$ cat src/idcw_pkg.sv
// Constants for the identification capability word generator
// Overview of operation
// [RULE1] Word 63 bits 10..8 flag the selected multiword DMA mode 2, 1, 0.
// [RULE2] Word 63 bits 2..0 flag supported multiword DMA modes, cumulative; the code copies mode register bits 2..0 unchecked.
// [RULE3] Word 64 bits 7..0 hold advanced PIO mask; bits 15..8 zero.
// [RULE4] Word 65 holds minimum multiword DMA cycle time in ns.
// [RULE5] Word 66 holds recommended multiword DMA cycle time in ns.
// [RULE6] Word 67 holds minimum PIO cycle time without flow control.
// [RULE7] Word 68 holds minimum PIO cycle time with IORDY flow control.
// [RULE8] Word 71 holds typical packet command to bus release time.
// [RULE9] Word 72 holds typical packet command to busy cleared time.
// [RULE10] Word 75 bits 4..0 hold queue depth minus one; rest zero.
// [RULE11] Word 80 bits 5..2 flag supported revisions; others zero.
// [RULE12] Word 80 reads 0000h when the major version is not reported.
// [RULE13] Word 81 carries the minor version code, any 16-bit value.
// [RULE14] Word 82 flags supported commands; bit 4 always one.
// [RULE15] Words 82 and 83 read zero only when notification is off.
// [RULE16] Word 83 bit 15 zero, bit 14 one, bit 8 set-max extension.
// [RULE17] Word 83 bits 6, 5, 4, 0 flag spin-up, standby, notify, microcode.
// [RULE18] Word 84 reads 4000h, or zero when notification is off.
// [RULE19] Word 85 flags enabled features like word 82; bit 4 always one.
// [RULE20] Word 85 reads zero only when enabled notification is off.
// [RULE21] Reserved bits and words read as zero.
// [RULE22] Timing valid flag reports that words 64 to 70 are valid.
// [RULE23] Value words put their MSB on data line 15, LSB on line 0.
// [RULE24] At most one selected mode, and only a supported one.
// [RULE25] Words derive from configuration and enable state by index.
package idcw_pkg;
    // ==========================================
    // Register offsets
    localparam logic [3:0] IDCW_R_MODE = 4'h0;
    localparam logic [3:0] IDCW_R_PIO = 4'h1;
    localparam logic [3:0] IDCW_R_DMIN = 4'h2;
    localparam logic [3:0] IDCW_R_DREC = 4'h3;
    localparam logic [3:0] IDCW_R_PMIN = 4'h4;
    localparam logic [3:0] IDCW_R_PIOR = 4'h5;
    localparam logic [3:0] IDCW_R_TREL = 4'h6;
    localparam logic [3:0] IDCW_R_TBSY = 4'h7;
    localparam logic [3:0] IDCW_R_QDEP = 4'h8;
    localparam logic [3:0] IDCW_R_MAJ = 4'h9;
    localparam logic [3:0] IDCW_R_MIN = 4'hA;
    localparam logic [3:0] IDCW_R_SUP = 4'hB;
    localparam logic [3:0] IDCW_R_SUP2 = 4'hC;
    localparam logic [3:0] IDCW_R_ENA = 4'hD;
    localparam logic [3:0] IDCW_R_STAT = 4'hE;
    localparam int IDCW_NREG = 14;
    // ==========================================
    // Mode register fields
    localparam int IDCW_F_SUPP = 0;
    localparam int IDCW_F_SEL = 3;
    localparam int IDCW_F_TVAL = 5;
    localparam int IDCW_F_NOCS = 6;
    localparam int IDCW_F_NOEN = 7;
    // ==========================================
    // Word indices
    localparam logic [7:0] IDCW_W_DMA = 8'h3F;
    localparam logic [7:0] IDCW_W_PIO = 8'h40;
    localparam logic [7:0] IDCW_W_DMIN = 8'h41;
    localparam logic [7:0] IDCW_W_DREC = 8'h42;
    localparam logic [7:0] IDCW_W_PMIN = 8'h43;
    localparam logic [7:0] IDCW_W_PIOR = 8'h44;
    localparam logic [7:0] IDCW_W_TREL = 8'h47;
    localparam logic [7:0] IDCW_W_TBSY = 8'h48;
    localparam logic [7:0] IDCW_W_QDEP = 8'h4B;
    localparam logic [7:0] IDCW_W_MAJ = 8'h50;
    localparam logic [7:0] IDCW_W_MIN = 8'h51;
    localparam logic [7:0] IDCW_W_SUP = 8'h52;
    localparam logic [7:0] IDCW_W_SUP2 = 8'h53;
    localparam logic [7:0] IDCW_W_EXT = 8'h54;
    localparam logic [7:0] IDCW_W_ENA = 8'h55;
    // ==========================================
    // Fixed patterns and masks
    localparam logic [15:0] IDCW_ZERO = 16'h0000;
    localparam logic [15:0] IDCW_EXT = 16'h4000;
    localparam logic [15:0] IDCW_M_MAJ = 16'h003C;
    localparam logic [15:0] IDCW_M_SUP = 16'h77EF;
    localparam logic [15:0] IDCW_M_SUP2 = 16'h0171;
    localparam logic [15:0] IDCW_ONE4 = 16'h0010;
    // Reset values of the configuration registers
    localparam logic [15:0] IDCW_RST [IDCW_NREG] = '{
        16'h0027, 16'h0003, 16'h0078, 16'h0078, 16'h00F0, 16'h0078, 16'h0000,
        16'h0000, 16'h0000, 16'h0030, 16'h0000, 16'h0010, 16'h0000, 16'h0010};
endpackage

$ cat src/idcw_words.sv
// Identification capability word generator, words 63 to 85
//
// Chosen here: the address-and-strobe port and the register offsets.
`timescale 1ns/1ps
module idcw_words import idcw_pkg::*; (
    // Clock, reset, enable
    input wire logic clk,
    input wire logic rst,
    input wire logic ce,
    // Register port
    input wire logic [3:0] reg_addr,
    input wire logic [15:0] reg_wdata,
    input wire logic reg_wr,
    input wire logic reg_rd,
    output logic [15:0] reg_rdata_q,
    // Word read port
    input wire logic [7:0] word_idx,
    input wire logic word_rd,
    output logic [15:0] word_q,
    output logic word_vld_q,
    // Timing words valid flag
    output logic tval_q
);
    // ==========================================
    // Configuration registers
    logic [15:0] cfg_q [IDCW_NREG];
    logic [7:0] idx_q;

    genvar gi;
    generate
        for (gi = 0; gi < IDCW_NREG; gi++) begin : g_cfg
            // One register per entry, written by the register port
            always_ff @(posedge clk or posedge rst) begin
                if (rst) begin
                    cfg_q[gi] <= IDCW_RST[gi];
                end else if (ce && reg_wr && reg_addr == 4'(gi)) begin
                    cfg_q[gi] <= reg_wdata;
                end
            end
        end
    endgenerate

    // ==========================================
    // Field decode
    wire [15:0] mode = cfg_q[IDCW_R_MODE];
    wire [2:0] supp = mode[IDCW_F_SUPP +: 3];
    wire [1:0] sel = mode[IDCW_F_SEL +: 2];
    wire no_cs = mode[IDCW_F_NOCS];
    wire no_en = mode[IDCW_F_NOEN];
    // Selection code 1..3 names mode 0..2; unsupported picks drop out
    wire [2:0] sel_oh = (sel == 2'd0) ? 3'b000 : 3'(3'b001 << (sel - 2'd1));
    wire [2:0] sel_eff = sel_oh & supp; // [RULE24]
    wire [15:0] w63 = {5'h00, sel_eff, 5'h00, supp}; // [RULE1] [RULE2] [RULE21]
    wire [15:0] w64 = {8'h00, cfg_q[IDCW_R_PIO][7:0]}; // [RULE3]
    wire [15:0] w75 = {11'h000, cfg_q[IDCW_R_QDEP][4:0]}; // [RULE10]
    wire [15:0] w80 = cfg_q[IDCW_R_MAJ] & IDCW_M_MAJ; // [RULE11] [RULE12]
    wire [15:0] w82 = no_cs ? IDCW_ZERO
                    : (cfg_q[IDCW_R_SUP] & IDCW_M_SUP) | IDCW_ONE4; // [RULE14] [RULE15]
    wire [15:0] w83 = no_cs ? IDCW_ZERO
                    : (cfg_q[IDCW_R_SUP2] & IDCW_M_SUP2) | IDCW_EXT; // [RULE16] [RULE17]
    wire [15:0] w84 = no_cs ? IDCW_ZERO : IDCW_EXT; // [RULE18]
    wire [15:0] w85 = no_en ? IDCW_ZERO
                    : (cfg_q[IDCW_R_ENA] & IDCW_M_SUP) | IDCW_ONE4; // [RULE19] [RULE20]

    // Word selection by index; anything else reads zero
    function automatic logic [15:0] pick(input logic [7:0] i);
        logic [15:0] r;
        r = IDCW_ZERO; // [RULE21]
        unique case (i)
            IDCW_W_DMA: r = w63;
            IDCW_W_PIO: r = w64;
            IDCW_W_DMIN: r = cfg_q[IDCW_R_DMIN]; // [RULE4] [RULE23]
            IDCW_W_DREC: r = cfg_q[IDCW_R_DREC]; // [RULE5]
            IDCW_W_PMIN: r = cfg_q[IDCW_R_PMIN]; // [RULE6]
            IDCW_W_PIOR: r = cfg_q[IDCW_R_PIOR]; // [RULE7]
            IDCW_W_TREL: r = cfg_q[IDCW_R_TREL]; // [RULE8]
            IDCW_W_TBSY: r = cfg_q[IDCW_R_TBSY]; // [RULE9]
            IDCW_W_QDEP: r = w75;
            IDCW_W_MAJ: r = w80;
            IDCW_W_MIN: r = cfg_q[IDCW_R_MIN]; // [RULE13]
            IDCW_W_SUP: r = w82;
            IDCW_W_SUP2: r = w83;
            IDCW_W_EXT: r = w84;
            IDCW_W_ENA: r = w85;
            default: r = IDCW_ZERO;
        endcase
        return r;
    endfunction

    wire [15:0] word_d = pick(word_idx); // [RULE25]
    wire [15:0] rdata_d = (reg_addr == IDCW_R_STAT) ? w63
                        : (reg_addr < 4'(IDCW_NREG)) ? cfg_q[reg_addr] : IDCW_ZERO;

    // ==========================================
    // Output registers
    always_ff @(posedge clk or posedge rst) begin
        if (rst) begin
            word_q <= IDCW_ZERO;
            word_vld_q <= 1'b0;
            idx_q <= 8'h00;
            reg_rdata_q <= IDCW_ZERO;
            tval_q <= 1'b0;
        end else if (ce) begin
            word_q <= word_rd ? word_d : word_q;
            word_vld_q <= word_rd;
            idx_q <= word_rd ? word_idx : idx_q;
            reg_rdata_q <= reg_rd ? rdata_d : IDCW_ZERO;
            tval_q <= mode[IDCW_F_TVAL]; // [RULE22]
        end
    end

    wire at63 = word_vld_q && idx_q == IDCW_W_DMA;
endmodule // idcw_words

$ cat config.mk
export PLATFORM = sky130hd
export DESIGN_NAME = idcw_words
export DESIGN_NICKNAME = d
export VERILOG_FILES = /design/src/idcw_pkg.sv /design/src/idcw_words.sv
export SDC_FILE = /design/constraint.sdc
export NUM_CORES = 1
export LEC_CHECK = 0
export BUFFER_PORTS_ARGS = -buffer_cell sky130_fd_sc_hd__buf_2
export CAP_MARGIN = 20
export CORE_MARGIN = 2
export CORE_UTILIZATION = 55
export DETAILED_ROUTE_END_ITERATION = 10
export PLACE_DENSITY = 0.79
export RECOVER_POWER = 100
export SYNTH_ARGS = -nofsm -noshare
export SYNTH_HDL_FRONTEND = slang
export SYNTH_SLANG_ARGS = --single-unit
$ cat constraint.sdc
create_clock -name clk -period 11.1 [get_ports clk]
set_clock_uncertainty 0.2 [all_clocks]
set_input_delay 0.555 -clock clk [delete_from_list [all_inputs] [get_ports clk]]
set_output_delay 0.555 -clock clk [all_outputs]
set_load 0.02 [all_outputs]
## Word-level counts from Yosys, hierarchy flattened

Cells that the tools add are included.

- Register bits: 258
- Bits in latches: 0
- Bits in writable memories: 0
- ROM bits: 0
- Input bits: 34
- Memories kept: 0

- $add $sub $neg: 1
- Multiply operators: 0
- Divide/modulo/power cells: 0
- Magnitude comparators: 2
- Eq/ne operators: 29
- Shift-type cells: 1
- Mux-type cells: 12
- Bitwise logic cells: 2
- Reduce and logical (&&, ||, !) cells: 18

Operators by type and width:

| kind | count |
|---|---|
| $pmux W16 S15 | 1 |
| $eq A8 B7 Y1 const B | 14 |
| $mux W16 | 5 |
| $bmux W16 S4 | 1 |
| $mux W15 | 4 |
| $eq A4 B4 Y1 const B | 7 |
| $eq A4 B3 Y1 const B | 4 |
| $logic_and A1 B1 Y1 | 15 |
| $eq A4 B2 Y1 const B | 2 |
| $eq A8 B6 Y1 const B | 1 |
| $ge A5 B5 Y1 const B | 1 |
| $not A4 Y5 | 1 |
| $eq A4 B1 Y1 const B | 1 |
| $logic_not A4 Y1 | 1 |
| $lt A4 B4 Y1 const B | 1 |
| $and A3 B3 Y3 | 1 |
| $mux W3 | 1 |
| $shl A1 B2 Y3 const A | 1 |
| $logic_not A2 Y1 | 1 |
| $reduce_and A2 Y1 | 1 |
| $sub A2 B1 Y2 const B | 1 |

## Logic depth before layout (Yosys ltp)

Gate-level depths: netlist of run 1.

- Depth after elaboration: 7
- Depth in mapped cells: 8
- Mapped depth without buffers: 5

## Worst setup path after synthesis of run 1

OpenSTA, ideal clock, no wires.

- Path kind: input port to flip-flop
- From: input port reg_addr[0]
- To: register cfg_q[176] (netlist name)
- Library setup time: 0.125 ns
- Arrival time: 2.064 ns
- Required time: 10.775 ns
- Setup slack: 8.712 ns
- Stages: 6
- Path buffers: 3
- Cell sequence: buf_4 nand2b_1 buf_2 nor4_2 buf_2 mux2_2

- Cells in the longest elaborated chain, start to end: 2

Ends and longest elaborated chain:

| item | RTL line | text |
|---|---|---|
| from (decl) | idcw_words.sv:11 | `input wire logic [3:0] reg_addr,` |
| $eq A4 B2 Y1 | idcw_words.sv:36 | `end else if (ce && reg_wr && reg_addr == 4'(gi)) begin` |
| $logic_and A1 B1 Y1 | idcw_words.sv:36 |  |
| to (signal, indexed assignment) | idcw_words.sv:35 | `cfg_q[gi] <= IDCW_RST[gi];` |
| to (signal, indexed assignment) | idcw_words.sv:37 | `cfg_q[gi] <= reg_wdata;` |
| to (decl) | idcw_words.sv:26 | `logic [15:0] cfg_q [IDCW_NREG];` |

No other way between the ends.
A chain may end at the register's enable or synchronous reset.

## Worst setup path after layout of run 1

- From: input port reg_addr[1]
- To: register cfg_q[162] (netlist name)

Same word-level chain as after synthesis.

==> results by group, run 1 <==
Drt
  • Final wirelength: 39420 um
  • WL/cell: around 29 um
  • Antenna Nets Post-Route: 0
  • Highest metal used: met4
  • Routed vias: ~9700
  • First-pass detailed-route iteration total: 5
  • DR WL met3: between 4000 and 5000 um
  • DRC Markers: 0
  • First DRT Iteration DRCs: between 1500 and 2000
  • Met2 WL: ~18000 um
  • M1 wire length: 15370 um
  • DR vias/cell: approximately 7.0

GRT
  • First-pass GRT wire length: between 60000 and 70000 um
  • Largest net degree at the start of global routing: between 100 and 150
  • Initial antenna violation count: 1
  • Tot GR Track Use: between 30% and 40%
  • GR Overflow Total: 0
  • Vias in the first global route: around 9600

Final layout
  • Final-stage net count: ~1100
  • Antenna cells: 0
  • P&R area growth vs syn: 10.91%
  • Commonest non-fill, non-tap cells in the layout: dfrtp_1 (232), mux2_2 (227), clkbuf_1 (55)
  • Commonest non-fill, non-tap cell in the layout: dfrtp_1
  • Share of cells above drive strength 1: between 30% and 40%
  • # fillers: ~1800

Timing
  • Final Hold Fails: 0
  • Sum Neg Setup Slack: 0 ns
  • Final setup vio count: 0
  • Max-slew violation count: 341
  • Max_slew headroom: -252.4%
  • Hold WS: approximately 0.20 ns
  • Setup slack after layout: between 4 and 5 ns
  • Unrepaired setup endpoints after global routing: no
  • Final min period: about 6.2 ns
  • Final Cycle Share: 55.84%
  • Max Fclk: 161.3 MHz
  • Worst slew pin tran: ~5.3 ns

Worst hold path
  • Hold Path End: cfg_q[164]
  • Worst hold path class: input pin to flop
  • Hold depth: 3
  • Min-delay src: reg_wdata[4]

Floorplan
  • Die area: roughly 25000 um2
  • CORE AREA: approximately 23000 um2
  • Row cnt: 56
  • Chip height: roughly 160 um
  • Die W: 158.6 um
  • # IOs: 68
  • Initial Util: between 50% and 60%

Flow run
  • Max-cap violations: 10

Placed design
  • Port Buffers: 67
  • DP Worst Slack: approximately 7.3 ns
  • Post-DP HPWL: 24940 um
  • Routability congestion estimate from global placement: ~0.96

Worst setup path
  • Max Fanout on Critical Path: 61
  • Critical Path End Type: flop
  • Worst R2R Path Depth: 4
  • Setup CP Type: input pin to flop
  • CP required: between 10 and 15 ns
  • Worst reg2reg path endpoint: word_q[10]
  • R2R setup slack: between 8 and 9 ns
  • CP startpoint kind: input pin
  • Reg-to-Reg Start: mode[6]
  • Critical path arrival: 6.42 ns

Power
  • Worst vdd ir: roughly 110 uV
  • LEAKAGE: a little over 0.006 uW
  • Power per cell area: 186.8 nW/um2

CTS
  • CTS Buffer Depth: 3
  • Clk_lat worst skew: 0.54 ns
  • Clock buffer count from CTS: 28
  • Clock transition at path regs: around 0.060 ns
  • Cts hold-fix bufs: 0
  • Clock tree from TritonCTS: yes
  • H-tree depth: 1
  • Root Buffer: clkbuf_16
  • Post-CTS Repair Setup Buffers: 0
  • CTS Sinks: ~260
  • CTS resizes: 0

Logic synthesis
  • Synthesized netlist net count: roughly 1000
  • Post-Syn Instances: around 1000
  • Warnings, synthesis: 0
  • Async S/R FF share, synth: 100.0%
  • Synth Area in Simple Gates: under 10%
  • Seq/Total Area, Yosys: between 40% and 50%
  • Combinational family with the most area after synthesis: multiplexers
  • Post-Synth XOR/XNOR Area: 0%
  • Synth cell types: 60
  • Syn Area/Cell: between 10 and 15 um2
  • Ys flop type: dfrtp_1
  • Synth Area in Compound Gates: a little under a tenth
  • Post-synth EDFFs: 0
  • Adder-Cell Fraction of Synth Area: 0%
  • Syn Std Cell Area: between 10000 and 15000 um2
  • Mux cell area share after synthesis: a little under a third
  • Seq cells post-synth: around 260

Status
  • Failing checks: max-capacitance violations, max-slew violations
  • Status: complete, but fails checks
final cells by class:
class / instances / area, um2 / area share, %
sequential: 258 / 6489 / 44.50
clock inverter: 14 / 229.0 / 1.570
clock buffer: 38 / 799.5 / 5.484
inverter: 7 / 27.53 / 0.1888
multi-input combinational: 654 / 6223 / 42.68
timing repair buffer: 90 / 412.9 / 2.832
tap: 319 / 399.1 / 2.738
critical path: stages:
cell	delay, ns
clkbuf_1	0.11
clkbuf_1	2.76
nand4_1	0.67
nor3_1	1.02
clkbuf_1	0.86
mux2_2	0.42
logic make-up after synthesis:
family | Yosys count
compound gates | 167
buf+inv | 91
flops | 258
mux | 318
simple gates | 169
per-layer routing:
layer / vias up / GRT usage (%)
met5: - / 0
met4: 0 / 12.14
met3: 136 / 8.465
met2: 689 / 47.95
met1: 4934 / 45.62
li1: 3916 / -
worst max path at each step:
stage,start,to,slack [ns],depth (start not counted)
2_1_floorplan,rst,cfg_q[0],3.29,1
3_3_place_gp,reg_addr[3],cfg_q[87],7.08,4
3_5_place_dp,reg_addr[0],cfg_q[128],7.29,5
4_1_cts,reg_addr[0],cfg_q[101],7.83,5
5_1_grt,reg_addr[0],cfg_q[161],4.48,6
6_report,reg_addr[1],cfg_q[162],4.90,6
cells in the mapped netlist, types with 6 or more instances:
master / n / share of area, %
o21ai_0: 31 / 1.2
buf_4: 7 / 0.40
mux2i_1: 40 / 3.0
a221oi_1: 6 / 0.40
a211oi_1: 14 / 0.80
mux4_2: 49 / 8.4
buf_2: 35 / 1.3
nand3_1: 15 / 0.57
a21oi_1: 23 / 0.88
dfrtp_1: 232 / 44
nor2b_1: 12 / 0.57
o2bb2ai_1: 11 / 0.73
a222oi_1: 6 / 0.46
inv_1: 7 / 0.20
dfstp_2: 26 / 5.2
nor2_1: 34 / 0.97
a22o_1: 17 / 1.1
o221ai_1: 8 / 0.53
a22oi_1: 18 / 1.0
nor3_1: 7 / 0.27
mux2_2: 228 / 20
buf_1: 6 / 0.17
clkbuf_1: 35 / 1.0
a32oi_1: 17 / 1.1
nand2_1: 50 / 1.4
state kept, by name, indices dropped and copies added, names as in the netlist:
signal	cells
cfg_q	208
mode	16
reg_rdata_q	16
word_q	16
tval_q	1
word_vld_q	1
where the power goes:
| group | internal, uW | switching [uW] | leakage (uW) |
|---|---|---|---|
| clock | 643 | 386 | 0.000501 |
| sequential | 1120 | 144 | 0.00327 |
| combinational | 237 | 190 | 0.00231 |
| total | 2000 | 720 | 0.00608 |
stage by stage:
stage | utilization (%) | cells | total power, uW | instance area (um2)
floorplan | - | 1003 | 1553 | 13150
global placement | 58.30 | 1324 | 1674 | 13690
detailed placement | 58.42 | 1327 | 1698 | 13710
CTS | 62.80 | 1379 | 2722 | 14740
global route | 62.12 | 1380 | 2821 | 14580
finish | 62.12 | 1380 | 2724 | 14580
(Power assumes the default switching activity.)
==> inputs of run 2 (changes only) <==
Settings changed: PLACE_DENSITY 0.79 to 0.82.
Clock period 11.1 ns to 5 ns, I/O delays scaled along.
==> run 2 against run 1 <==
Critical path type unchanged. Sequential power is 120% higher. Final cell count grew 1.4%. The run still ends with max-capacitance violations, max-slew violations left. Register-to-register slack lost 6.0 ns. Worst setup slack worse by 4.0 ns. Critical endpoint is now cfg_q[113]. Wire length is 0.31% higher. Sequential share of layout area down 0.52 points. Via count grew 1.6%.
==> results by group, run 2 (same netlist as run 1, synthesis figures left out) <==
Worst setup path
  • CP Launch Point: reg_addr[1]
  • Setup CP Type: input pin to flop
  • Crit-path slowest cell: clkbuf_1
  • Worst path cell trace: clkbuf_1 -> nand2b_1 -> nor3_2 -> clkbuf_1 -> mux2_2
  • Worst reg2reg path endpoint: word_q[2]
  • Critical path's most frequent cell: clkbuf_1
  • Critical Path End Type: flop
  • R2R setup slack: 2.86 ns (-6.00 ns)
  • CP startpoint kind: input pin
  • CP endpoint: cfg_q[113]
  • Critical path arrival: 4.32 ns (-2.10 ns)
  • Worst R2R Path Depth: 4 (unchanged)
  • Reg-to-Reg Start: mode[6]
  • Max Fanout on Critical Path: 33 (-46%)
  • Max incr delay on CP: 1.56 ns (-1.20 ns)
  • CP required: 5.22 ns (-6.11 ns)

Status
  • Status: complete, but fails checks
  • Failing checks: max-capacitance violations, max-slew violations

Floorplan
  • # IOs: 68 (unchanged)
  • Die W: 158.6 um (unchanged)
  • CORE AREA: 23470 um2 (unchanged)
  • Chip height: 158.6 um (unchanged)
  • Die area: 25160 um2 (unchanged)
  • Initial Util: 56.01% (unchanged)
  • Row cnt: 56 (unchanged)

Timing
  • Worst slew pin tran: 2.510 ns (-2.748 ns)
  • Max_slew headroom: -67.34% (+190 points)
  • Final Cycle Share: between 80 and 90%
  • Sum Neg Setup Slack: 0 ns (unchanged)
  • Unrepaired setup endpoints after global routing: no
  • Max Fclk: approximately 240 MHz
  • Final Hold Fails: 0 (unchanged)
  • Setup slack after layout: 0.8991 ns (-4.002 ns)
  • Final min period: slightly above 4 ns
  • Final setup vio count: 0 (unchanged)
  • Max-slew violation count: 293 (-14%)
  • Hold WS: 0.1303 ns (-0.06760 ns)

Placed design
  • DP Worst Slack: 1.868 ns (-5.419 ns)
  • Port Buffers: 67 (unchanged)
  • Routability congestion estimate from global placement: 0.9721 (+1.5%)
  • Post-DP HPWL: 25000 um (+0.23%)

GRT
  • Grt met2 use: 49.12% (+1.2 points)
  • Vias in the first global route: 9898 (+2.6%)
  • Gr busiest metal: met2
  • GR Util met1: 44.80% (-0.83 points)
  • Tot GR Track Use: 32.41% (+0.21 points)
  • Initial antenna violation count: 1 (unchanged)
  • GR Overflow Total: 0 (unchanged)
  • Largest net degree at the start of global routing: 143 (+19%)
  • Met3 usage: 8.165% (-0.30 points)
  • First-pass GRT wire length: 60500 um (+0.42%)

Power
  • Power per cell area: 397.0 nW/um2 (+110%)
  • Worst vdd ir: 308.1 uV (+190%)
  • LEAKAGE: 0.006154 uW (+1.2%)

Drt
  • DR vias/cell: 7.020 (+0.13%)
  • First DRT Iteration DRCs: 1238 (-18%)
  • Final wirelength: 39540 um (+0.31%)
  • Routed vias: 9828 (+1.6%)
  • WL/cell: 28.24 um (-1.1%)
  • First-pass detailed-route iteration total: 6 (+1)
  • Antenna Nets Post-Route: 0 (unchanged)
  • DRC Markers: 0 (unchanged)

Final layout
  • Commonest non-fill, non-tap cell in the layout: dfrtp_1
  • Share of cells above drive strength 1: 37.87% (+0.55 points)
  • P&R area growth vs syn: 12.22%
  • # fillers: 1744 (-1.4%)
  • Commonest non-fill, non-tap cells in the layout: dfrtp_1 (232), mux2_2 (226), nand2_1 (50), clkbuf_1 (50), mux4_2 (49)
  • Reg with most FFs: cfg_q
  • Final-stage net count: 1094 (+2.0%)
  • Max reg flops: 208 (unchanged)

CTS
  • H-tree depth: 1 (unchanged)
  • Clock tree from TritonCTS: yes
  • CTS resizes: 0 (unchanged)
  • CTS Sinks: 258 (unchanged)
  • Cts hold-fix bufs: 19 (+19)
  • Post-CTS Repair Setup Buffers: 0 (unchanged)
  • Clock transition at path regs: 0.06 ns (about the same)
  • Clk_lat worst skew: 0.54 ns (about the same)
  • Root Buffer: clkbuf_16
  • CTS Buffer Depth: 3 (unchanged)
  • Clock buffer count from CTS: 27 (-3.6%)

Flow run
  • Max-cap violations: 5 (-5)

Worst hold path
  • Worst hold path class: input pin to flop
## run 2: routing by layer
layer / part of all wire, % / vias up
met3: 11 / 149
met2: 45 / 677
met1: 39 / 5050
li1: - / 3952
met4: 4.7 / 0
met5: 0 / -
## run 2: area by class of cell
| class | count | area, um2 | area share [%] |
|---|---|---|---|
| sequential | 258 | 6489 | 43.98 |
| multi-input combinational | 654 | 6282 | 42.58 |
| clock buffer | 36 | 759.5 | 5.148 |
| timing repair buffer | 112 | 640.6 | 4.342 |
| tap | 319 | 399.1 | 2.705 |
| clock inverter | 13 | 152.6 | 1.035 |
| inverter | 7 | 27.53 | 0.1866 |
| antenna | 1 | 2.502 | 0.01696 |
## run 2: report_power, final
| part | total (uW) | leakage (uW) | internal (uW) | switching, uW |
|---|---|---|---|---|
| combinational | 961 | 0.00244 | 532 | 429 |
| clock | 2070 | 0.000448 | 1220 | 854 |
| sequential | 2820 | 0.00327 | 2490 | 327 |
| total | 5860 | 0.00615 | 4250 | 1610 |
## run 2: through the flow
step / cell area [um2] / util, % / total power [uW] / instances
after detailed placement: 13790 / 58.73 / 3777 / 1330
after global routing: 14750 / 62.85 / 6059 / 1400
after CTS: 14890 / 63.43 / 5847 / 1398
after floorplan: 13150 / - / 3448 / 1003
after global placement: 13730 / 58.50 / 3721 / 1328
final: 14750 / 62.85 / 5856 / 1400
## run 2: worst min-delay path by stage
stage                 startpoint         endpoint  depth (start not counted)
floorplan           reg_wdata[0]         cfg_q[0]                          1
global placement             rst        cfg_q[32]                          2
detailed placement           rst        cfg_q[65]                          2
CTS                       reg_rd  reg_rdata_q[10]                          3
global route              reg_rd   reg_rdata_q[8]                          3
finish                    reg_rd  reg_rdata_q[10]                          3
## run 2: critical path: cells and delay by family
| family | cells | cell delay (ns) |
|---|---|---|
| buf+inv | 2 | 2.58 |
| mux | 1 | 0.43 |
| simple gates | 2 | 1.03 |
==> inputs of run 3 (changes only) <==
Settings changed: ABC_AREA from default to 1, PLACE_DENSITY 0.82 to 0.79.
Clock period 5 ns to 3.9 ns, I/O delays scaled along.
==> run 3 against run 2 <==
The run still ends with max-capacitance violations, max-slew violations left. Final cell count increased by 48%. Worst hold slack lost 0.11 ns. Clock-buffer cell count is 8 higher. Core utilization down 1.1 points. Critical path type unchanged. Largest cell class unchanged.
==> results by group, run 3 <==
Status
  • Status: complete, but fails checks
  • Failing checks: max-capacitance violations, max-slew violations

Timing
  • Sum Neg Setup Slack: 0 ns (unchanged)
  • Setup slack after layout: 0.8254 ns (-0.07369 ns)
  • Max Fclk: between 300 and 400 MHz
  • Unrepaired setup endpoints after global routing: no
  • Final Hold Fails: 0 (unchanged)
  • Worst slew pin tran: 1.996 ns (-0.5138 ns)
  • Final setup vio count: 0 (unchanged)
  • Max-slew violation count: 246 (-16%)
  • Max_slew headroom: -33.09% (+34 points)
  • Final min period: slightly above 3 ns
  • Final Cycle Share: between 70% and 80%

Placed design
  • Port Buffers: 67 (unchanged)
  • DP Area: 13400 um2 (-2.8%)
  • Post-DP HPWL: 28530 um (+14%)
  • DP Worst Slack: 1.252 ns (-0.6164 ns)
  • Routability congestion estimate from global placement: 0.9940 (+2.3%)

Logic synthesis
  • Most common cell in the netlist: nand2_1
  • Seq cells post-synth: 258 (unchanged)
  • Ys flop type: dfrtp_1
  • Async S/R FF share, synth: 100.0% (unchanged)
  • Synth top cells by count: nand2_1 (610), o21ai_0 (274), dfrtp_1 (232)
  • Top cell type by total area after synthesis: dfrtp_1
  • Syn Area/Cell: 7.667 um2 (-42%)
  • Syn Std Cell Area: 12930 um2 (-1.6%)
  • Post-synth EDFFs: 0 (unchanged)
  • Synthesized netlist net count: 1721 (+66%)
  • Post-Syn Instances: 1687 (+68%)
  • Synth cell types: 26 (-57%)
  • Warnings, synthesis: 0 (unchanged)
  • Area fraction of the dominant cell type after synthesis: 44.89% (+0.73 points)
  • Top post-synthesis cells by area: dfrtp_1 (45%), nand2_1 (18%), o21ai_0 (11%)
  • Seq/Total Area, Yosys: 50.17% (+0.81 points)

CTS
  • Clock buffer count from CTS: 29 (+7.4%)
  • Clock tree from TritonCTS: yes
  • Clk_lat worst skew: 0.56 ns (+0.02 ns)
  • Root Buffer: clkbuf_16
  • H-tree depth: 1 (unchanged)
  • CTS Sinks: 258 (unchanged)
  • Clock transition at path regs: 0.06 ns (about the same)
  • CTS Buffer Depth: 3 (unchanged)

Drt
  • Routed vias: 12603 (+28%)
  • First DRT Iteration DRCs: 1860 (+50%)
  • Final wirelength: 44380 um (+12%)
  • DR vias/cell: 6.100 (-13%)
  • WL/cell: 21.48 um (-24%)
  • Antenna Nets Post-Route: 0 (unchanged)
  • DRC Markers: 0 (unchanged)
  • First-pass detailed-route iteration total: 6 (unchanged)

Worst setup path
  • Max incr delay on CP: 0.85 ns (-0.71 ns)
  • Crit-path slowest cell: clkbuf_1
  • Critical path's most frequent cell: clkbuf_1
  • Worst path cell trace: clkbuf_1 -> nor2_1 -> clkbuf_1 -> nand2_1 -> clkbuf_1 -> o21ai_0
  • Buf/Inv on CP: 3 (+1)
  • CP top delay family: buffers and inverters
  • CP Launch Point: reg_addr[2]
  • Critical Path End Type: flop
  • Reg-to-Reg Start: mode[6]
  • Max Fanout on Critical Path: 30 (-9.1%)
  • CP required: 4.14 ns (-1.08 ns)
  • Setup CP Type: input pin to flop
  • CP startpoint kind: input pin
  • Critical path arrival: 3.31 ns (-1.01 ns)

Final layout
  • Share of cells above drive strength 1: 8.243% (-30 points)
  • Reg with most FFs: cfg_q
  • Final-stage net count: 1759 (+61%)
  • P&R area growth vs syn: 11.13%
  • Sequential Area: 6489 um2 (unchanged)
  • Max reg flops: 208 (unchanged)
  • Area of the multi-input gates: 5493 um2 (-13%)
  • Commonest non-fill, non-tap cell in the layout: nand2_1
  • Commonest non-fill, non-tap cells in the layout: nand2_1 (611), o21ai_0 (281), dfrtp_1 (232)
  • Antenna cells: 0 (-1)
  • Fin area: 14370 um2 (-2.6%)
  • # fillers: 2128 (+22%)

GRT
  • Initial antenna violation count: 0 (-1)
  • GR Overflow Total: 0 (unchanged)
  • Largest net degree at the start of global routing: 143 (unchanged)
  • First-pass GRT wire length: 67580 um (+12%)
  • Vias in the first global route: 11844 (+20%)
  • Tot GR Track Use: 36.12% (+3.7 points)

Floorplan
  • Row cnt: 56 (unchanged)
  • # IOs: 68 (unchanged)
  • Chip height: 157.4 um (-0.79%)
  • Die W: 157.4 um (-0.79%)
  • Die area: 24760 um2 (-1.6%)
  • Initial Util: 55.60% (-0.41 points)
  • CORE AREA: 23260 um2 (-0.90%)

Worst hold path
  • Worst hold path class: input pin to flop
  • Min-delay src: reg_wdata[0]

Power
  • Sw Pwr: 2159 uW (+34%)
  • Internal power: 5180 uW (+22%)
  • LEAKAGE: 0.006918 uW (+12%)
  • Clk pwr share: 38.1% (+2.7 points)
  • Combinational share of power: 13.6% (-2.8 points)
  • Power per cell area: 510.5 nW/um2 (+29%)
  • Worst vdd ir: 385.5 uV (+25%)
  • Flop pwr share: 48.3% (about the same)
  • Sw Share: 29.42% (+1.9 points)

Flow run
  • Max-cap violations: 5 (unchanged)
[run 3: changes by cell type in the layout (fill, tap and decap cells not counted), sizes merged, moves of 17 or more]
cell / before / now
inv: 6 / 97
mux2: 229 / 0
nor2: 34 / 102
nand4: 4 / 25
a22oi: 18 / 52
a32oi: 17 / 0
nand2: 50 / 615
mux4: 49 / 0
nand3: 15 / 117
mux2i: 40 / 0
o21ai: 32 / 288
[run 3: logic make-up after synthesis]
kind of cell	share of synthesized area [%]
flops	50.17
compound gates	15.27
buf+inv	7.304
simple gates	27.26
[run 3: what timing repair did]
| action | 4_1_cts | 5_1_grt |
|---|---|---|
| setup buffers | 0 | 0 |
| endpoints found under the hold margin | 378 | 0 |
| hold buffers | 16 | 0 |
| resized for setup | 0 | 0 |
[run 3: worst reg2reg max path, stage by stage, from the launching register on]
cell and delay, ns:
dfrtp_1 0.50, inv_1 0.51, o21ai_0 0.20, o21ai_0 0.20, nand4_1 0.18, nand2_1 0.14
nand2_1 0.06
[run 3: stage by stage]
step,std cells,util (%),total power (uW),hold WS (ns)
final,2066,61.79,7338,0.01533
after global routing,2066,61.79,7626,0.03206
after CTS,2063,62.48,7315,0.004334
after detailed placement,1994,57.59,4544,0.2492
after global placement,1991,57.24,4495,0.2489
after floorplan,1687,-,4175,0.1118
[run 3: power groups by stage]
stage	clock network, uW	registers [uW]	logic (uW)
after floorplan	0	3470	702
after global placement	0	3550	942
after detailed placement	0	3560	979
after CTS	2790	3520	999
after global routing	2900	3590	1140
final	2800	3540	999
[run 3: path summary, 6_finish.rpt]
kind / to / slack, ns / cells past startpoint
setup / recovery: mode[7] / 0.83 / 6
setup reg to reg: reg_rdata_q[6] / 1.81 / 6
hold / removal: mode[0] / 0.02 / 3
hold reg to reg: word_vld_q / 0.27 / 2
max in group asynchronous: mode[10] / 1.44 / 4
min in group asynchronous: word_q[11] / 0.16 / 4
[run 3: cell type report]
class	count	share of cell area, %
multi-input combinational	1223	38.21
inverter	98	2.568
sequential	258	45.14
clock buffer	44	6.067
timing repair buffer	115	4.500
tap	319	2.777
clock inverter	9	0.7312
[run 3: metal layers]
| metal | GRT usage [%] | share of wire [%] | up-vias |
|---|---|---|---|
| li1 | - | - | 5588 |
| met1 | 47.89 | 37 | 5915 |
| met2 | 53.36 | 43 | 887 |
| met3 | 11.18 | 14 | 213 |
| met4 | 18.92 | 6.0 | 0 |
| met5 | 0 | 0 | - |
